--- src/hdl/misc_ctrl_regs.svh ---
// Constants of the reset, serial ROM and test status control block
`ifndef MISC_CTRL_REGS_SVH
`define MISC_CTRL_REGS_SVH

// ****************************************************************
// Timing counts
// ****************************************************************
`define SERIAL_CONFIG_ROM_DIV_CYCLES        256
`define SERIAL_CONFIG_ROM_RISE_PHASE        8'h80
`define SERIAL_CONFIG_ROM_SAMPLE_PHASE      8'h00
`define TIMEOUT_CYCLES_DEFAULT 1000000000
`define TIMEOUT_CNT_W          30
`define TIMEOUT_PULSE_CYCLES   9'h100

// ****************************************************************
// Field widths and reset values
// ****************************************************************
`define SERIAL_CONFIG_ROM_LOAD_BITS         6'h20
`define SERIAL_CONFIG_ROM_LOAD_W            32
`define TEST_STATUS_RST        1'b0
`define SERIAL_CONFIG_ROM_OE_N_RST          1'b1

`endif

--- src/hdl/misc_ctrl_pkg.sv ---
// Types shared by the reset, serial ROM and test status control block
package misc_ctrl_pkg;

    typedef enum logic [2:0] {
        phase_hold,
        phase_serial_config_rom_load,
        phase_bist_start,
        phase_bist_wait,
        phase_run
    } phase_type;

    // Pins toward the serial configuration ROM
    typedef struct packed {
        logic serial_rom_clock_out;
        logic serial_rom_output_enable_n;
    } serial_config_rom_pins_type;

    // Cache self-test answer from the core
    typedef struct packed {
        logic done;
        logic pass;
    } bist_resp_type;

    typedef struct packed {
        logic [7:0] phase_cnt;
        logic       rom_clock;
    } div_state_type;

    typedef struct packed {
        logic        bypass_meta;
        logic        bypass_sync;
        logic        rstn_meta;
        logic        rstn_sync;
        logic        pgood_meta;
        logic        pgood_sync;
        logic        pgood_seen;
        logic        data_meta;
        logic        data_sync;
        phase_type   phase;
        logic [5:0]  bits_left;
        logic [31:0] load_buf;
        logic        load_done;
        logic        seq_start;
        logic        bist_start;
        logic        bist_fail;
        logic        test_status;
        logic [29:0] retire_cnt;
        logic [8:0]  pulse_cnt;
        logic        timeout_reset;
        logic        oe_n;
    } ctrl_state_type;

endpackage

--- src/hdl/serial_config_rom_clock_div.sv ---
// Serial ROM clock divider with advance and sample strobes
`include "misc_ctrl_regs.svh"

module serial_config_rom_clock_div
(
    // Clock and reset
    input  wire logic clock,
    input  wire logic rst,
    // Control
    input  wire logic enable,
    // Outputs
    output logic      rom_clock,
    output logic      advance_pulse,
    output logic      sample_pulse
);
    import misc_ctrl_pkg::*;

    div_state_type state_reg;
    div_state_type state_next;

    always_comb
    begin
        state_next = state_reg;
        if (!enable)
        begin
            // Idle low so the ROM sees no stray edge outside a load
            state_next.phase_cnt = 8'h00;
            state_next.rom_clock = 1'b0;
        end
        else
        begin
            // Eight-bit wrap gives the full division period
            state_next.phase_cnt = state_reg.phase_cnt + 8'h01;
            state_next.rom_clock = (state_next.phase_cnt >= `SERIAL_CONFIG_ROM_RISE_PHASE);
        end
    end

    always_ff @(posedge clock or posedge rst)
    begin
        if (rst)
        begin
            state_reg <= '0;
        end
        else
        begin
            state_reg <= state_next;
        end
    end

    assign rom_clock     = state_reg.rom_clock;
    // ROM advances one bit on each rising edge of its clock
    assign advance_pulse = enable && (state_reg.phase_cnt == `SERIAL_CONFIG_ROM_RISE_PHASE);
    // Half a period after the rise, the ROM output has long settled
    assign sample_pulse  = enable && state_reg.rom_clock
                           && (state_next.phase_cnt == `SERIAL_CONFIG_ROM_SAMPLE_PHASE);

endmodule

--- src/hdl/reset_serial_config_rom_test_status_ctrl.sv ---
// Reset hold-off, serial ROM load, self-test status and retirement timeout control
`include "misc_ctrl_regs.svh"

module reset_serial_config_rom_test_status_ctrl
#(
    parameter int unsigned TIMEOUT_CYCLES = `TIMEOUT_CYCLES_DEFAULT
)
(
    // Clock and reset
    input  wire logic                          clock,
    input  wire logic                          rst,
    // Board pins
    input  wire logic                          clock_bypass_select,
    input  wire logic                          system_reset_n,
    input  wire logic                          power_good_in,
    // Serial configuration ROM pins
    input  wire logic                          serial_rom_data_in,
    output misc_ctrl_pkg::serial_config_rom_pins_type       serial_config_rom_pins,
    // Test status pin
    output logic                               test_status_out,
    // Core side
    input  wire misc_ctrl_pkg::bist_resp_type  bist_resp,
    input  wire logic                          instr_retired,
    output logic                               clock_bypass_active,
    output logic                               reset_sequence_start,
    output logic                               bist_start,
    output logic [`SERIAL_CONFIG_ROM_LOAD_W-1:0]            serial_config_rom_load_data,
    output logic                               serial_config_rom_load_done,
    output logic                               timeout_reset
);
    import misc_ctrl_pkg::*;

    // Compared against a fixed last value, so any limit costs one comparator
    localparam logic [`TIMEOUT_CNT_W-1:0] TIMEOUT_LAST =
        `TIMEOUT_CNT_W'(TIMEOUT_CYCLES - 1);

    ctrl_state_type state_reg;
    ctrl_state_type state_next;

    logic rom_clock;
    logic advance_pulse;
    logic sample_pulse;
    logic divider_enable;

    // ****************************************************************
    // Serial ROM clock
    // ****************************************************************
    assign divider_enable = (state_reg.phase == phase_serial_config_rom_load);

    // The advance strobe stays unused: the ROM steps on its own clock edge
    serial_config_rom_clock_div u_serial_config_rom_clock_div
    (
        .clock         (clock),
        .rst           (rst),
        .enable        (divider_enable),
        .rom_clock     (rom_clock),
        .advance_pulse (),
        .sample_pulse  (sample_pulse)
    );

    // ****************************************************************
    // Next state
    // ****************************************************************
    always_comb
    begin
        state_next = state_reg;

        // ****************************************************************
        // Pin synchronisers
        // ****************************************************************
        // First stages feed only the second, never the logic
        state_next.bypass_meta = clock_bypass_select;
        state_next.bypass_sync = state_reg.bypass_meta;
        state_next.rstn_meta   = system_reset_n;
        state_next.rstn_sync   = state_reg.rstn_meta;
        state_next.pgood_meta  = power_good_in;
        state_next.pgood_sync  = state_reg.pgood_meta;
        state_next.data_meta   = serial_rom_data_in;
        state_next.data_sync   = state_reg.data_meta;

        state_next.seq_start     = 1'b0;
        state_next.bist_start    = 1'b0;
        state_next.timeout_reset = 1'b0;

        // ****************************************************************
        // Phase sequencing
        // ****************************************************************
        if (!state_reg.rstn_sync)
        begin
            // Board holds reset; nothing starts until it lets go
            state_next.phase       = phase_hold;
            state_next.test_status = 1'b0;
            state_next.pulse_cnt   = 9'h000;
            state_next.retire_cnt  = '0;
            state_next.oe_n        = 1'b1;
            state_next.load_done   = 1'b0;
            // The load buffer keeps its last word until the next load overwrites it
            // Power good only counts if seen while reset is held
            state_next.pgood_seen  = state_reg.pgood_sync;
        end
        else
        begin
            case (state_reg.phase)
                phase_hold:
                begin
                    // A release without power good is not trusted
                    if (state_reg.pgood_seen)
                    begin
                        state_next.seq_start = 1'b1;
                        state_next.phase     = phase_serial_config_rom_load;
                        state_next.bits_left = `SERIAL_CONFIG_ROM_LOAD_BITS;
                        state_next.oe_n      = 1'b0;
                    end
                end
                phase_serial_config_rom_load:
                begin
                    if (sample_pulse)
                    begin
                        state_next.load_buf  = {state_reg.load_buf[30:0],
                                                state_reg.data_sync};
                        state_next.bits_left = state_reg.bits_left - 6'h01;
                        // The last shift and the disable land on one edge
                        if (state_reg.bits_left == 6'h01)
                        begin
                            state_next.load_done = 1'b1;
                            state_next.oe_n      = 1'b1;
                            state_next.phase     = phase_bist_start;
                        end
                    end
                end
                phase_bist_start:
                begin
                    // Status rises on the same edge as the start strobe
                    state_next.bist_start  = 1'b1;
                    state_next.test_status = 1'b1;
                    state_next.phase       = phase_bist_wait;
                end
                phase_bist_wait:
                begin
                    if (bist_resp.done)
                    begin
                        // A failing test leaves the pin high until the board next holds reset
                        state_next.bist_fail   = !bist_resp.pass;
                        state_next.test_status = !bist_resp.pass;
                        state_next.phase       = phase_run;
                        // The first timeout window starts clean at the run phase
                        state_next.retire_cnt  = '0;
                    end
                end
                phase_run:
                begin
                    // A retirement in the cycle of the limit wins and restarts the count
                    if (instr_retired)
                    begin
                        state_next.retire_cnt = '0;
                    end
                    else if (state_reg.retire_cnt == TIMEOUT_LAST)
                    begin
                        state_next.retire_cnt    = '0;
                        state_next.timeout_reset = 1'b1;
                        state_next.pulse_cnt     = `TIMEOUT_PULSE_CYCLES;
                        state_next.test_status   = 1'b1;
                    end
                    else
                    begin
                        state_next.retire_cnt = state_reg.retire_cnt + 30'h0000_0001;
                    end

                    // ****************************************************************
                    // Timeout pulse
                    // ****************************************************************
                    // A timeout inside the pulse keeps the reload and restarts the width
                    if (!state_next.timeout_reset && state_reg.pulse_cnt != 9'h000)
                    begin
                        // Counter loaded with the full width; pin falls after it if the self-test passed
                        state_next.pulse_cnt = state_reg.pulse_cnt - 9'h001;
                        if (state_reg.pulse_cnt == 9'h001)
                        begin
                            // Pin returns to the self-test verdict
                            state_next.test_status = state_reg.bist_fail;
                        end
                    end
                end
                default:
                begin
                    state_next.phase = phase_hold;
                end
            endcase
        end
    end

    // ****************************************************************
    // State register
    // ****************************************************************
    always_ff @(posedge clock or posedge rst)
    begin
        if (rst)
        begin
            // Reset leaves the ROM disabled and the status pin low
            state_reg             <= '0;
            state_reg.phase       <= phase_hold;
            state_reg.test_status <= `TEST_STATUS_RST;
            state_reg.oe_n        <= `SERIAL_CONFIG_ROM_OE_N_RST;
        end
        else
        begin
            state_reg <= state_next;
        end
    end

    // ****************************************************************
    // Outputs
    // ****************************************************************
    // Clock muxing is done in the clock tree; this flag steers it
    assign clock_bypass_active = state_reg.bypass_sync;
    assign serial_config_rom_pins.serial_rom_clock_out       = rom_clock;
    assign serial_config_rom_pins.serial_rom_output_enable_n = state_reg.oe_n;
    // Every pin and pulse comes straight from a flip-flop, so none can glitch
    assign test_status_out      = state_reg.test_status;
    assign reset_sequence_start = state_reg.seq_start;
    assign bist_start           = state_reg.bist_start;
    assign serial_config_rom_load_data       = state_reg.load_buf;
    assign serial_config_rom_load_done       = state_reg.load_done;
    assign timeout_reset        = state_reg.timeout_reset;

endmodule

--- config.mk ---
export PLATFORM = sky130hd
export DESIGN_NAME = reset_serial_config_rom_test_status_ctrl
export DESIGN_NICKNAME = d
export VERILOG_FILES = /design/src/hdl/misc_ctrl_pkg.sv /design/src/hdl/serial_config_rom_clock_div.sv /design/src/hdl/reset_serial_config_rom_test_status_ctrl.sv
export VERILOG_INCLUDE_DIRS = /design/src /design/src/hdl
export SDC_FILE = /design/constraint.sdc
export NUM_CORES = 1
export LEC_CHECK = 0
export BUFFER_PORTS_ARGS = -buffer_cell sky130_fd_sc_hd__buf_2
export CORE_ASPECT_RATIO = 0.5
export CORE_MARGIN = 1.5
export CORE_UTILIZATION = 60
export DETAILED_ROUTE_END_ITERATION = 10
export MAX_ROUTING_LAYER = met4
export PLACE_DENSITY = 0.89
export SLEW_MARGIN = 10
export SYNTH_ARGS = -nofsm -noshare
export SYNTH_HDL_FRONTEND = slang
export SYNTH_SLANG_ARGS = --single-unit
--- constraint.sdc ---
create_clock -name clock -period 4 [get_ports clock]
set_input_delay 0.6 -clock clock [delete_from_list [all_inputs] [get_ports clock]]
set_output_delay 0.6 -clock clock [all_outputs]
set_load 0.005 [all_outputs]
======== Word-level counts from Yosys, hierarchy flattened ========
Index checks and enable logic that the tools add are counted.
storage, ports and cells
  register bits ........................... 105
  input bits .............................. 9
  output and inout bits ................... 40
  logic and storage cells ................. 106
cells by class
  add/subtract/negate cells ............... 4
  magnitude comparators ................... 1
  equality and inequality tests ........... 23
  muxes and demuxes ....................... 37
  reductions and logical operators ........ 18
operators with widths
  cell                                                 number
  two-way mux 30 bit                                   2
  case mux 30 bit (2 select lines)                     1
  two-way mux 10 bit                                   5
  two-way mux 42 bit                                   1
  two-way mux 40 bit                                   1
  two-way mux 32 bit                                   1
  adder 30 x 1 -> 30 bit, second input constant        1
  equality test 30 bit, second input constant          1
  two-way mux 9 bit                                    3
  two-way mux 1 bit                                    15
  case mux 3 bit (5 select lines)                      1
  two-way mux 3 bit                                    4
  != test 3 bit, second input constant                 4
  case mux 6 bit (2 select lines)                      1
  AND reduction 3 bit                                  4
  equality test 9 x 1 -> 1 bit, second input constant  1
  != test 3 x 1 -> 1 bit, second input constant        3
  nonzero test 9 bit                                   1
  subtractor 9 x 1 -> 9 bit, second input constant     1
  adder 8 x 1 -> 8 bit, second input constant          1
  >= comparator 8 bit, second input constant           1
  logical NOT 8 bit                                    1
  != test 2 x 1 -> 1 bit, second input constant        4
  AND reduction 4 bit                                  2
  16 further kinds                                     23

======== Longest topological paths before layout ========
Gate-level depths: netlist of the first run.
  depth after elaboration ................. 10
  mapped depth ............................ 8
  depth with buffers taken out ............ 8

======== By module ========
Synthesis of the first run repeated with hierarchy kept, for this count alone.
unflattened totals
  cells, all modules ...................... 555
  area, all modules ....................... 5,225.0 µm²
by module, submodules not included
  module                                    instances  cells each  area each (µm²)
  reset_serial_config_rom_test_status_ctrl  1          501         4,704.5
  serial_config_rom_clock_div               1          54          520.5

======== Worst setup path before layout of the first run ========
No wires, ideal clock.
  kind .................................... register to register
  from .................................... register u_serial_config_rom_clock_div.state_reg[1] (netlist name)
  to ...................................... register state_reg (netlist bit serial_config_rom_load_data[10])
  setup time .............................. 0.125 ns
  arrival time ............................ 2.162 ns
  required time ........................... 3.875 ns
  path slack .............................. 1.713 ns
  cell stages (with the launch flop) ...... 8
  clock period less this slack ............ 2.287 ns
  path through ............................ dfrtp_1 ha_1 and2_1 or4_4 o311ai_4 nand4_4 buf_6 mux2_4
on the way
  word-level cells in the longest chain between the ends .. 5
RTL lines
  what                           line                                             text
  start, declared                serial_config_rom_clock_div.sv:18                div_state_type state_reg;
  start signal, assigned         serial_config_rom_clock_div.sv:46                state_reg <= state_next;
  adder 8 x 1 -> 8 bit           serial_config_rom_clock_div.sv:33                state_next.phase_cnt = state_reg.phase_cnt + 8'h01;
  two-way mux 9 bit              serial_config_rom_clock_div.sv:24                if (!enable)
  logical NOT 8 bit (no line)    -
  logical AND 1 bit              serial_config_rom_clock_div.sv:54                assign sample_pulse = enable && state_reg.rom_clock
  AND reduction 3 bit (no line)  -
  end signal, assigned           reset_serial_config_rom_test_status_ctrl.sv:207  state_reg <= state_next;
  end, declared                  reset_serial_config_rom_test_status_ctrl.sv:37   ctrl_state_type state_reg;
No other way between the ends.
A chain may end at the register's enable or synchronous reset.

======== Final worst setup path of the first run ========
  from .................................... register state_reg[84] (netlist name)
  to ...................................... register state_reg (netlist bit serial_config_rom_load_data[20])
on the way
  word-level cells in the longest chain between the ends .. 5
RTL lines
  what                             line
  equality test 3 x 1 -> 1 bit *   reset_serial_config_rom_test_status_ctrl.sv:48, reset_serial_config_rom_test_status_ctrl.sv:103
  two-way mux 9 bit                serial_config_rom_clock_div.sv:24
  logical NOT 8 bit (no line)      -
  logical AND 1 bit                serial_config_rom_clock_div.sv:54
  AND reduction 3 bit (no line) *  -
Mark *: on every way between the ends. The rest lies on a longest branch, timed or not.

==> impl_metrics.sql, run 1 <==
INSERT INTO impl_metrics (metric_group, metric, value, unit) VALUES
('status', 'outcome', 'completed', ''),
('floorplan', 'initial_core_util', '61.8', '%'),
('global_route', 'grt_max_degree', '86', ''),
('clock_tree', 'clock-sinks', '105', ''),
('synth', 'synth.yosys.seq_area_share', '48.9', '%'),
('detailed_routing', 'dr_total_vias', '3695', ''),
('global_route', 'grt.total_usage', '24.6', '%'),
('sta', 'unrepaired_setup_endpoints_after_global_routing', 'no', ''),
('critical_path', 'timing.critical_path.arrival', '3.27', 'ns'),
('critical_path', 'crit_path_max_fo', '37', ''),
('sta', 'timing.max_slew.rel_slack', '29.9', '%'),
('clock_tree', 'htree_num_levels', '3', ''),
('pwr', 'vdd.ir_drop.worst', '0.254', 'mV'),
('floorplan', 'fp.coreArea', '8710', 'sq um'),
('layout', 'seq_area', '2630', 'sq um'),
('synth', 'syn_area', '5380', 'sq um'),
('layout', 'layout_commonest_cell', 'sky130_fd_sc_hd__dfrtp_1', ''),
('layout', 'ant_diodes', '0', ''),
('critical_path', 'cp-start-kind', 'flip-flop', ''),
('global_route', 'grt_pass1_wl', '17700', 'microns'),
('critical_path', 'class_of_the_most_critical_setup_path', 'flip-flop to flip-flop', ''),
('place', 'count_of_buffers_from_port_buffering', '48', ''),
('place', 'detailed_place_hpwl', '6820', 'microns'),
('floorplan', 'die_area', '9580', 'sq um'),
('sta', 'hold_violations', '0', ''),
('sta', 'drv_slew', '0', ''),
('critical_path', 'critical_path.top_delay_family', 'simple AND/OR/NAND/NOR gates', ''),
('synth', 'synth-xor-area-share', '5.05', '%'),
('synth', 'synth.net_count', '509', ''),
('clock_tree', 'clk_latency', '0.35', 'ns'),
('layout', 'flip_flop_count_of_the_largest_register_after_layout', '53', ''),
('synth', 'synth.top_cell.area_share', '48.4', '%'),
('sta', 'max_freq', '329', 'MHz'),
('sta', 'layout_min_cycle_time', '3.04', 'ns'),
('detailed_routing', 'route.final.wire_length', '10400', 'microns'),
('run', 'maxCapViolations', '0', ''),
('detailed_routing', 'final_antenna_net_count', '0', ''),
('sta', 'final_min_period_over_clock_period', '76.1', '%'),
('clock_tree', 'post_cts.resized_instances', '0', ''),
('clock_tree', 'cts_buffer_depth', '2', ''),
('critical_path', 'path_buf_inv', '0', ''),
('clock_tree', 'post-cts-setup-buffers', '0', ''),
('synth', 'ys.flop_type', 'sky130_fd_sc_hd__dfrtp_1', ''),
('synth', 'yosys.cell_types.count', '63', ''),
('critical_path', 'crit_required', '4.23', 'ns'),
('clock_tree', 'clock_tree.root_cell', 'sky130_fd_sc_hd__clkbuf_16', ''),
('floorplan', 'chip_height', '70.0', 'microns'),
('synth', 'yosysWarningCount', '0', ''),
('synth', 'synth_cells', '493', ''),
('critical_path', 'worstSetupEndpointType', 'flip-flop', ''),
('clock_tree', 'cts_hold_buffers', '0', ''),
('floorplan', 'io_pins', '49', ''),
('clock_tree', 'tritoncts_clock_tree', 'yes', ''),
('synth', 'count_of_flip_flops_with_a_built_in_enable_after_synthesis', '0', ''),
('floorplan', 'placementRows', '24', ''),
('pwr', 'leakagePower', '0.00280', 'uW'),
('synth', 'synth.area.mux_share', '9.03', '%'),
('synth', 'synth_area_in_compound_gates', '8.09', '%'),
('layout', 'drive_above_1_share', '22.2', '%'),
('floorplan', 'die_width', '137', 'microns'),
('detailed_routing', 'dr.first_iter.drc_count', '305', ''),
('critical_path', 'cp_slowest_stage_delay', '0.69', 'ns'),
('layout', 'design.final.nets', '520', ''),
('critical_path', 'path_cells', 'nor2b_1 -> nand2b_1 -> nor4b_2 -> nand4_4 -> mux2_4', ''),
('global_route', 'first_global_vias', '3569', ''),
('synth', 'postSynthRegisterBits', '105', ''),
('synth', 'synth_adder_area_share', '1.63', '%'),
('detailed_routing', 'drt_first_pass_iters', '7', ''),
('layout', 'finish.instance_area', '5760', 'sq um'),
('synth', 'synth_top_family_by_area', 'simple AND/OR/NAND/NOR gates', ''),
('clock_tree', 'worst_setup_hold_path_clk_slew', '0.07', 'ns');
## worst paths after layout
kind,start,to,slack (ns),cells after the start
max in group asynchronous,rst,u_serial_config_rom_clock_div.state_reg[8]$_DFF_PP0_,2.77,3
setup / recovery,state_reg[84]$_DFFE_PP0P_,serial_config_rom_load_data[20]$_DFFE_PP0P_,0.96,5
setup reg to reg,state_reg[84]$_DFFE_PP0P_,serial_config_rom_load_data[20]$_DFFE_PP0P_,0.96,5
hold / removal,state_next[92]$_DFF_PP0_,state_reg[92]$_DFF_PP0_,0.35,0
min in group asynchronous,rst,serial_config_rom_load_data[14]$_DFFE_PP0P_,0.48,2
hold reg to reg,state_next[92]$_DFF_PP0_,state_reg[92]$_DFF_PP0_,0.35,0
## where the power goes
| part | internal, uW | total [uW] | switching [uW] |
|---|---|---|---|
| Sequential | 1070 | 1090 | 15.0 |
| Clock | 550 | 945 | 396 |
| Combinational | 19.8 | 69.4 | 49.6 |
| Total | 1640 | 2100 | 461 |
## stage by stage
step	cells	setup WS, ns	total power, uW	hold WS [ns]	utilization, %
2_1_floorplan	493	0.641	1160	0.331	-
3_3_place_gp	610	1.13	1170	0.332	62.5
3_5_place_dp	610	1.01	1180	0.337	62.5
4_1_cts	625	0.982	2120	0.350	66.1
5_1_grt	625	0.706	2170	0.350	66.1
6_report	625	0.957	2100	0.348	66.1
## cells in the mapped netlist (all sizes together) (2+ instances only)
library cell,count
and3,10
or3,4
a21oi,16
nand4b,2
a31oi,2
o21a,4
clkbuf,8
nor4b,4
dfrtp,104
nor3b,2
o21ai,23
nor4,2
inv,9
ha,7
or4,3
nand3,26
mux2i,2
nand3b,5
nand2,29
nand4,13
xor2,26
and2,8
nor4bb,2
buf,42
nand4bb,2
nor3,12
xnor2,5
o31ai,3
and4,2
nor2,52
mux2,33
nand2b,6
o211ai,2
a311oi,2
nor2b,6
## kinds of logic after synthesis
| family | count (synthesis) |
|---|---|
| simple gates | 192 |
| fa+ha+maj | 7 |
| buf+inv | 59 |
| flops | 105 |
| mux | 35 |
| xor+xnor | 31 |
| compound gates | 64 |
## per-layer routing
layer / part of all wire (%) / global-route usage (%) / wire length, microns
met4: 1.5 / 9.12 / 153
met3: 5.1 / 5.59 / 533
met5: 0 / - / 0
met1: 43 / 31.4 / 4520
met2: 50 / 38.9 / 5190
## area by class of cell
class / count / area share [%]
Clock buffer: 9 / 3.91
Clock inverter: 6 / 1.59
Inverter: 9 / 0.630
Multi-Input combinational cell: 329 / 41.2
Sequential cell: 105 / 45.7
Tap cell: 117 / 2.54
Timing Repair Buffer: 50 / 4.43
No activity file was read; power rests on OpenSTA's default activity.
==> inputs of run 2 (changes only) <==
--- a/config.mk
+++ b/config.mk
@@ -9,10 +9,10 @@
 export BUFFER_PORTS_ARGS = -buffer_cell sky130_fd_sc_hd__buf_2
 export CORE_ASPECT_RATIO = 0.5
 export CORE_MARGIN = 1.5
-export CORE_UTILIZATION = 60
+export CORE_UTILIZATION = 54
 export DETAILED_ROUTE_END_ITERATION = 10
 export MAX_ROUTING_LAYER = met4
-export PLACE_DENSITY = 0.89
+export PLACE_DENSITY = 0.85
 export SLEW_MARGIN = 10
 export SYNTH_ARGS = -nofsm -noshare
 export SYNTH_HDL_FRONTEND = slang
==> constraint.sdc (replaced) <==
create_clock -name clock -period 2.49 [get_ports clock]
set_input_delay 0.3735 -clock clock [delete_from_list [all_inputs] [get_ports clock]]
set_output_delay 0.3735 -clock clock [all_outputs]
set_load 0.005 [all_outputs]
==> run 2 against run 1 <==
  * Maximum frequency grew 32%
  * Core utilization down 4.4 points
  * Highest routed layer unchanged
  * Cell count increased by 5.3%
  * Power is 58% higher
==> impl_metrics.sql, run 2 (synthesis gave the netlist of run 1 again) <==
INSERT INTO impl_metrics (metric_group, metric, value, unit) VALUES
('status', 'outcome', 'completed', ''),
('sta', 'final_min_period_over_clock_period', '92.8', '%'),
('clock_tree', 'cts_made_buffers', '9', ''),
('detailed_routing', 'drt-vias-per-instance', '5.47', ''),
('layout', 'layout_commonest_cell', 'sky130_fd_sc_hd__dfrtp_1', ''),
('floorplan', 'chip_height', '73.6', 'microns'),
('layout', 'n_fill_cell', '756', ''),
('critical_path', 'crit_path_max_fo', '6', ''),
('pwr', 'fin_total_pwr', '3330', 'uW'),
('run', 'maxCapViolations', '0', ''),
('place', 'gp_congestion', '0.874', ''),
('floorplan', 'placementRows', '25', ''),
('sta', 'fin_hold_ws', '0.0494', 'ns'),
('layout', 'flip_flop_count_of_the_largest_register_after_layout', '53', ''),
('clock_tree', 'clock-sinks', '105', ''),
('critical_path', 'worstSetupEndpointType', 'flip-flop', ''),
('sta', 'unrepaired_setup_endpoints_after_global_routing', 'no', ''),
('detailed_routing', 'routedWlPerCell', '14.8', 'microns'),
('sta', 'timing.clock.skew', '0.00908', 'ns'),
('critical_path', 'crit_required', '2.71', 'ns'),
('global_route', 'antenna_found_initial', '0', ''),
('sta', 'report.final.setup_viol', '0', ''),
('layout', 'synthToLayoutAreaGrowth', '9.77', '%'),
('sta', 'hold_violations', '0', ''),
('critical_path', 'r2r_setup_slack', '0.18', 'ns'),
('sta', 'drv_slew', '0', ''),
('sta', 'max_freq', '433', 'MHz'),
('sta', 'timing.setup.tns', '0', 'ns'),
('critical_path', 'cp-start-kind', 'flip-flop', ''),
('layout', 'fin_util', '61.7', '%'),
('place', 'placed_cells', '642', ''),
('critical_path', 'worst-r2r-cell-count', '7', ''),
('critical_path', 'source_of_the_critical_timing_path', 'state_reg[11]$_DFFE_PP0P_', ''),
('clock_tree', 'worst_setup_hold_path_clk_slew', '0.07', 'ns'),
('clock_tree', 'htree_num_levels', '3', ''),
('pwr', 'leakagePower', '0.00287', 'uW'),
('detailed_routing', 'detail_route.drc_violations', '0', ''),
('place', 'detailed_place_hpwl', '7000', 'microns'),
('layout', 'final_cell_mix', 'sky130_fd_sc_hd__dfrtp_1 (104), sky130_fd_sc_hd__nor2_1 (52), sky130_fd_sc_hd__buf_2 (48)', ''),
('critical_path', 'timing.critical_path.arrival', '2.53', 'ns'),
('detailed_routing', 'dr.first_iter.drc_count', '293', ''),
('place', 'count_of_buffers_from_port_buffering', '48', ''),
('layout', 'instances_no_fill', '658', ''),
('floorplan', 'die_width', '144', 'microns'),
('layout', 'design.final.nets', '534', ''),
('global_route', 'grt_max_degree', '33', ''),
('sta', 'layout_min_cycle_time', '2.31', 'ns'),
('global_route', 'grt_pass1_wl', '17000', 'microns'),
('critical_path', 'class_of_the_most_critical_setup_path', 'flip-flop to flip-flop', ''),
('global_route', 'grt-ovfl-total', '0', ''),
('pwr', 'vdd.ir_drop.worst', '0.370', 'mV'),
('detailed_routing', 'dr_total_vias', '3599', ''),
('floorplan', 'initial_core_util', '56.2', '%'),
('clock_tree', 'clk_latency', '0.35', 'ns'),
('layout', 'ant_diodes', '0', ''),
('detailed_routing', 'final_antenna_net_count', '0', ''),
('critical_path', 'worst_r2r_endpoint', 'state_reg[13]$_DFFE_PP0P_', ''),
('floorplan', 'fp.coreArea', '9570', 'sq um'),
('global_route', 'first_global_vias', '3554', ''),
('pwr', 'powerDensity', '564', 'nW/um^2'),
('clock_tree', 'cts_buffer_depth', '2', ''),
('critical_path', 'beginning_of_the_worst_register_to_register_path', 'state_reg[11]$_DFFE_PP0P_', ''),
('floorplan', 'die_area', '10600', 'sq um'),
('sta', 'timing.max_slew.rel_slack', '63.8', '%'),
('floorplan', 'io_pins', '49', ''),
('layout', 'drive_above_1_share', '24.5', '%'),
('global_route', 'grt.total_usage', '21.4', '%'),
('detailed_routing', 'route.final.wire_length', '9730', 'microns'),
('sta', 'tightestPinTransition', '0.541', 'ns'),
('worst_hold_path', 'hold_path.class', 'input pin to async pin', ''),
('clock_tree', 'clock_tree.root_cell', 'sky130_fd_sc_hd__clkbuf_16', ''),
('detailed_routing', 'drt_first_pass_iters', '4', ''),
('clock_tree', 'tritoncts_clock_tree', 'yes', '');
==> run 2: worst max path at each step <==
stage | to | cells after the start
floorplan | serial_config_rom_load_data[10]$_DFFE_PP0P_ | 7
global placement | state_reg[40]$_DFFE_PP0P_ | 6
detailed placement | state_reg[38]$_DFFE_PP0P_ | 5
CTS | state_reg[15]$_DFFE_PP0P_ | 7
global route | state_reg[13]$_DFFE_PP0P_ | 7
finish | state_reg[13]$_DFFE_PP0P_ | 7
==> run 2: per-stage QoR <==
step	cell area, sq um	setup WS [ns]
after CTS	5900	0.183
after global placement	5590	0.253
after floorplan	5380	0.203
final	5900	0.179
after detailed placement	5590	0.192
after global routing	5900	0.00834
==> run 2: final cells by class <==
cell class	count	area, sq um	share of cell area, %
clock buffer	9	225	3.81
clock inverter	7	86.3	1.46
inverter	9	37.5	0.636
multi-input combinational	329	2370	40.2
sequential	105	2630	44.5
tap	135	169	2.86
timing repair buffer	64	385	6.53
==> run 2: where the power goes <==
group	leakage (uW)	total (uW)	internal, uW	switching (uW)
registers	0.00144	1740	1720	12.8
logic	0.00128	142	47.9	93.8
clock network	0.000150	1450	801	652
total	0.00287	3330	2570	759
==> run 2: critical path, cell delays in order, from the launching register on <==
cell and delay, ns:
sky130_fd_sc_hd__dfrtp_1 0.39, sky130_fd_sc_hd__ha_1 0.22, sky130_fd_sc_hd__nand2_1 0.12, sky130_fd_sc_hd__or4_4 0.60
sky130_fd_sc_hd__o211ai_1 0.48, sky130_fd_sc_hd__nor2_1 0.07, sky130_fd_sc_hd__o21ai_0 0.20, sky130_fd_sc_hd__o31ai_1 0.10
==> run 2: layer usage <==
layer | vias up | track usage [%] | share of wire, %
met5 | - | - | 0
met4 | 0 | 7.41 | 1.7
met3 | 11 | 4.82 | 2.8
met2 | 53 | 34.0 | 49
met1 | 1791 | 27.4 | 47
li1 | 1744 | - | -
==> run 2: timing repair <==
| action | CTS | global route |
|---|---|---|
| setup endpoints to repair | 0 | 1 |
| gates resized for setup | 0 | 0 |
| setup buffers | 0 | 0 |
| hold buffers | 0 | 0 |
==> inputs of run 3 (changes only) <==
--- a/config.mk
+++ b/config.mk
@@ -13,6 +13,7 @@
 export DETAILED_ROUTE_END_ITERATION = 10
 export MAX_ROUTING_LAYER = met4
 export PLACE_DENSITY = 0.85
+export SETUP_SLACK_MARGIN = 0.2
 export SLEW_MARGIN = 10
 export SYNTH_ARGS = -nofsm -noshare
 export SYNTH_HDL_FRONTEND = slang
==> run 3 against run 2 <==
  * Clock-buffer cell count unchanged
  * Non-clock buffer count rose by 13
  * Clock skew shrank 0.00089 ns
  * Setup slack improved by 0.086 ns
  * Global-route usage hardly changed
  * Register-to-register slack better by 0.09 ns
  * Worst hold slack got worse by 0.0013 ns
  * Critical path depth is the same
  * Power is 0.12% higher
  * Core utilization increased by 1.3 points
==> impl_metrics.sql, run 3 (synthesis gave the netlist of run 1 again) <==
INSERT INTO impl_metrics (metric_group, metric, value, unit) VALUES
('pwr', 'vdd.ir_drop.worst', '0.371', 'mV'),
('status', 'outcome', 'completed', ''),
('layout', 'ant_diodes', '0', ''),
('critical_path', 'critical_path.top_delay_family', 'simple AND/OR/NAND/NOR gates', ''),
('critical_path', 'worst-r2r-cell-count', '7', ''),
('detailed_routing', 'final_antenna_net_count', '0', ''),
('critical_path', 'cp-start-kind', 'flip-flop', ''),
('global_route', 'grt_pass1_wl', '17100', 'microns'),
('place', 'placement.cell_area', '5590', 'sq um'),
('detailed_routing', 'route.final.wire_length', '10100', 'microns'),
('critical_path', 'r2r_setup_slack', '0.26', 'ns'),
('critical_path', 'source_of_the_critical_timing_path', 'u_serial_config_rom_clock_div.state_reg[2]$_DFF_PP0_', ''),
('clock_tree', 'cts_made_buffers', '9', ''),
('worst_hold_path', 'hold_path.class', 'input pin to async pin', ''),
('sta', 'fin_hold_ws', '0.0481', 'ns'),
('critical_path', 'cp_slowest_stage_delay', '0.50', 'ns'),
('layout', 'synthToLayoutAreaGrowth', '12.0', '%'),
('sta', 'timing.clock.skew', '0.00818', 'ns'),
('global_route', 'grt_max_degree', '33', ''),
('floorplan', 'placementRows', '25', ''),
('clock_tree', 'tritoncts_clock_tree', 'yes', ''),
('place', 'count_of_buffers_from_port_buffering', '48', ''),
('clock_tree', 'clock-sinks', '105', ''),
('sta', 'final_min_period_over_clock_period', '89.4', '%'),
('place', 'detailed_place_hpwl', '7000', 'microns'),
('critical_path', 'timing.critical_path.arrival', '2.46', 'ns'),
('clock_tree', 'clock_tree.root_cell', 'sky130_fd_sc_hd__clkbuf_16', ''),
('critical_path', 'worst_r2r_endpoint', 'serial_config_rom_load_data[20]$_DFFE_PP0P_', ''),
('sta', 'timing.max_slew.rel_slack', '66.7', '%'),
('floorplan', 'initial_core_util', '56.2', '%'),
('global_route', 'antenna_found_initial', '0', ''),
('clock_tree', 'worst_setup_hold_path_clk_slew', '0.07', 'ns'),
('run', 'maxCapViolations', '0', ''),
('sta', 'tightestPinTransition', '0.499', 'ns'),
('detailed_routing', 'routedWlPerCell', '15.0', 'microns'),
('global_route', 'grt.total_usage', '21.4', '%'),
('layout', 'finish.instance_area', '6030', 'sq um'),
('critical_path', 'class_of_the_most_critical_setup_path', 'flip-flop to flip-flop', ''),
('critical_path', 'crit_path_max_fo', '32', ''),
('sta', 'hold_violations', '0', ''),
('critical_path', 'crit_path_top_delay_cell', 'sky130_fd_sc_hd__or4_4', ''),
('clock_tree', 'htree_num_levels', '3', ''),
('critical_path', 'path_cells', 'ha_2 -> and2_1 -> or4_4 -> o311ai_4 -> nand4_4 -> buf_12 -> mux2_4', ''),
('sta', 'drv_slew', '0', ''),
('sta', 'layout_min_cycle_time', '2.23', 'ns'),
('detailed_routing', 'dr.first_iter.drc_count', '268', ''),
('layout', 'design.final.nets', '547', ''),
('critical_path', 'beginning_of_the_worst_register_to_register_path', 'u_serial_config_rom_clock_div.state_reg[2]$_DFF_PP0_', ''),
('critical_path', 'path_buf_inv', '1', ''),
('layout', 'flip_flop_count_of_the_largest_register_after_layout', '53', ''),
('pwr', 'leakagePower', '0.00293', 'uW'),
('detailed_routing', 'dr_total_vias', '3674', ''),
('sta', 'max_freq', '449', 'MHz'),
('critical_path', 'crit_required', '2.72', 'ns'),
('floorplan', 'die_area', '10600', 'sq um'),
('floorplan', 'fp.coreArea', '9570', 'sq um'),
('pwr', 'powerDensity', '553', 'nW/um^2'),
('layout', 'layout_commonest_cell', 'sky130_fd_sc_hd__dfrtp_1', ''),
('sta', 'unrepaired_setup_endpoints_after_global_routing', 'yes', ''),
('layout', 'n_fill_cell', '744', ''),
('layout', 'drive_above_1_share', '27.2', '%'),
('place', 'gp_congestion', '0.874', ''),
('detailed_routing', 'drt_first_pass_iters', '4', ''),
('global_route', 'first_global_vias', '3553', ''),
('clock_tree', 'cts_buffer_depth', '2', ''),
('critical_path', 'worstSetupEndpointType', 'flip-flop', ''),
('clock_tree', 'clk_latency', '0.35', 'ns'),
('sta', 'timing.setup.tns', '0', 'ns'),
('detailed_routing', 'detail_route.drc_violations', '0', ''),
('sta', 'report.final.setup_viol', '0', ''),
('floorplan', 'io_pins', '49', ''),
('global_route', 'grt-ovfl-total', '0', ''),
('floorplan', 'chip_height', '73.6', 'microns'),
('detailed_routing', 'drt-vias-per-instance', '5.48', ''),
('layout', 'final_cell_mix', 'sky130_fd_sc_hd__dfrtp_1 (103), sky130_fd_sc_hd__nor2_1 (51), sky130_fd_sc_hd__buf_2 (48)', ''),
('floorplan', 'die_width', '144', 'microns');
## run 3: cell types whose count changed in the layout (fill, tap and decap cells not counted), sizes merged
cell / before / now
buf: 64 / 77
## run 3: layout make-up
class                           count  area, sq um  share of cell area [%]
Multi-Input combinational cell    329         2390                    39.7
Timing Repair Buffer               77          483                    8.01
Clock inverter                      7         86.3                    1.43
Sequential cell                   105         2630                    43.6
Clock buffer                        9          225                    3.74
Tap cell                          135          169                    2.80
Inverter                            9         37.5                   0.623
## run 3: repair_timing
action                                  in CTS  in global routing
hold buffers                                 0                  0
setup buffers                                0                 13
gates cloned                                 0                  0
gates resized for setup                      0                  6
pin swaps                                    2                  7
endpoints found under the setup margin       3                 55
## run 3: worst max path at each step
stage | end | slack (ns) | depth (start not counted)
after floorplan | serial_config_rom_load_data[10]$_DFFE_PP0P_ | 0.20 | 7
after global placement | state_reg[40]$_DFFE_PP0P_ | 0.25 | 6
after detailed placement | state_reg[38]$_DFFE_PP0P_ | 0.19 | 5
after CTS | state_reg[15]$_DFFE_PP0P_ | 0.20 | 7
after global routing | state_reg[29]$_DFFE_PP0P_ | 0.18 | 7
final | serial_config_rom_load_data[20]$_DFFE_PP0P_ | 0.26 | 7
## run 3: where the power goes
group,internal [uW],total [uW],switching [uW]
sequential,1720,1740,13.3
combinational,48.6,144,95.4
clock,801,1450,654
total,2570,3330,762
## run 3: routing by layer
layer  routed length, microns  up-vias  GRT usage, %  part of all wire [%]
li1                         -     1770             -                     -
met1                     4640     1827          27.5                    46
met2                     4930       66          34.0                    49
met3                      314       11          4.82                   3.1
met4                      173        0          7.41                   1.7
met5                        0        -             -                     0
## run 3: per-stage QoR
| stage | utilization, % | setup slack (ns) | std cells | total power [uW] |
|---|---|---|---|---|
| 2_1_floorplan | - | 0.203 | 493 | 1860 |
| 3_3_place_gp | 58.4 | 0.253 | 642 | 1910 |
| 3_5_place_dp | 58.4 | 0.192 | 642 | 1910 |
| 4_1_cts | 61.7 | 0.195 | 658 | 3370 |
| 5_1_grt | 63.0 | 0.179 | 671 | 3460 |
| 6_report | 63.0 | 0.265 | 671 | 3330 |
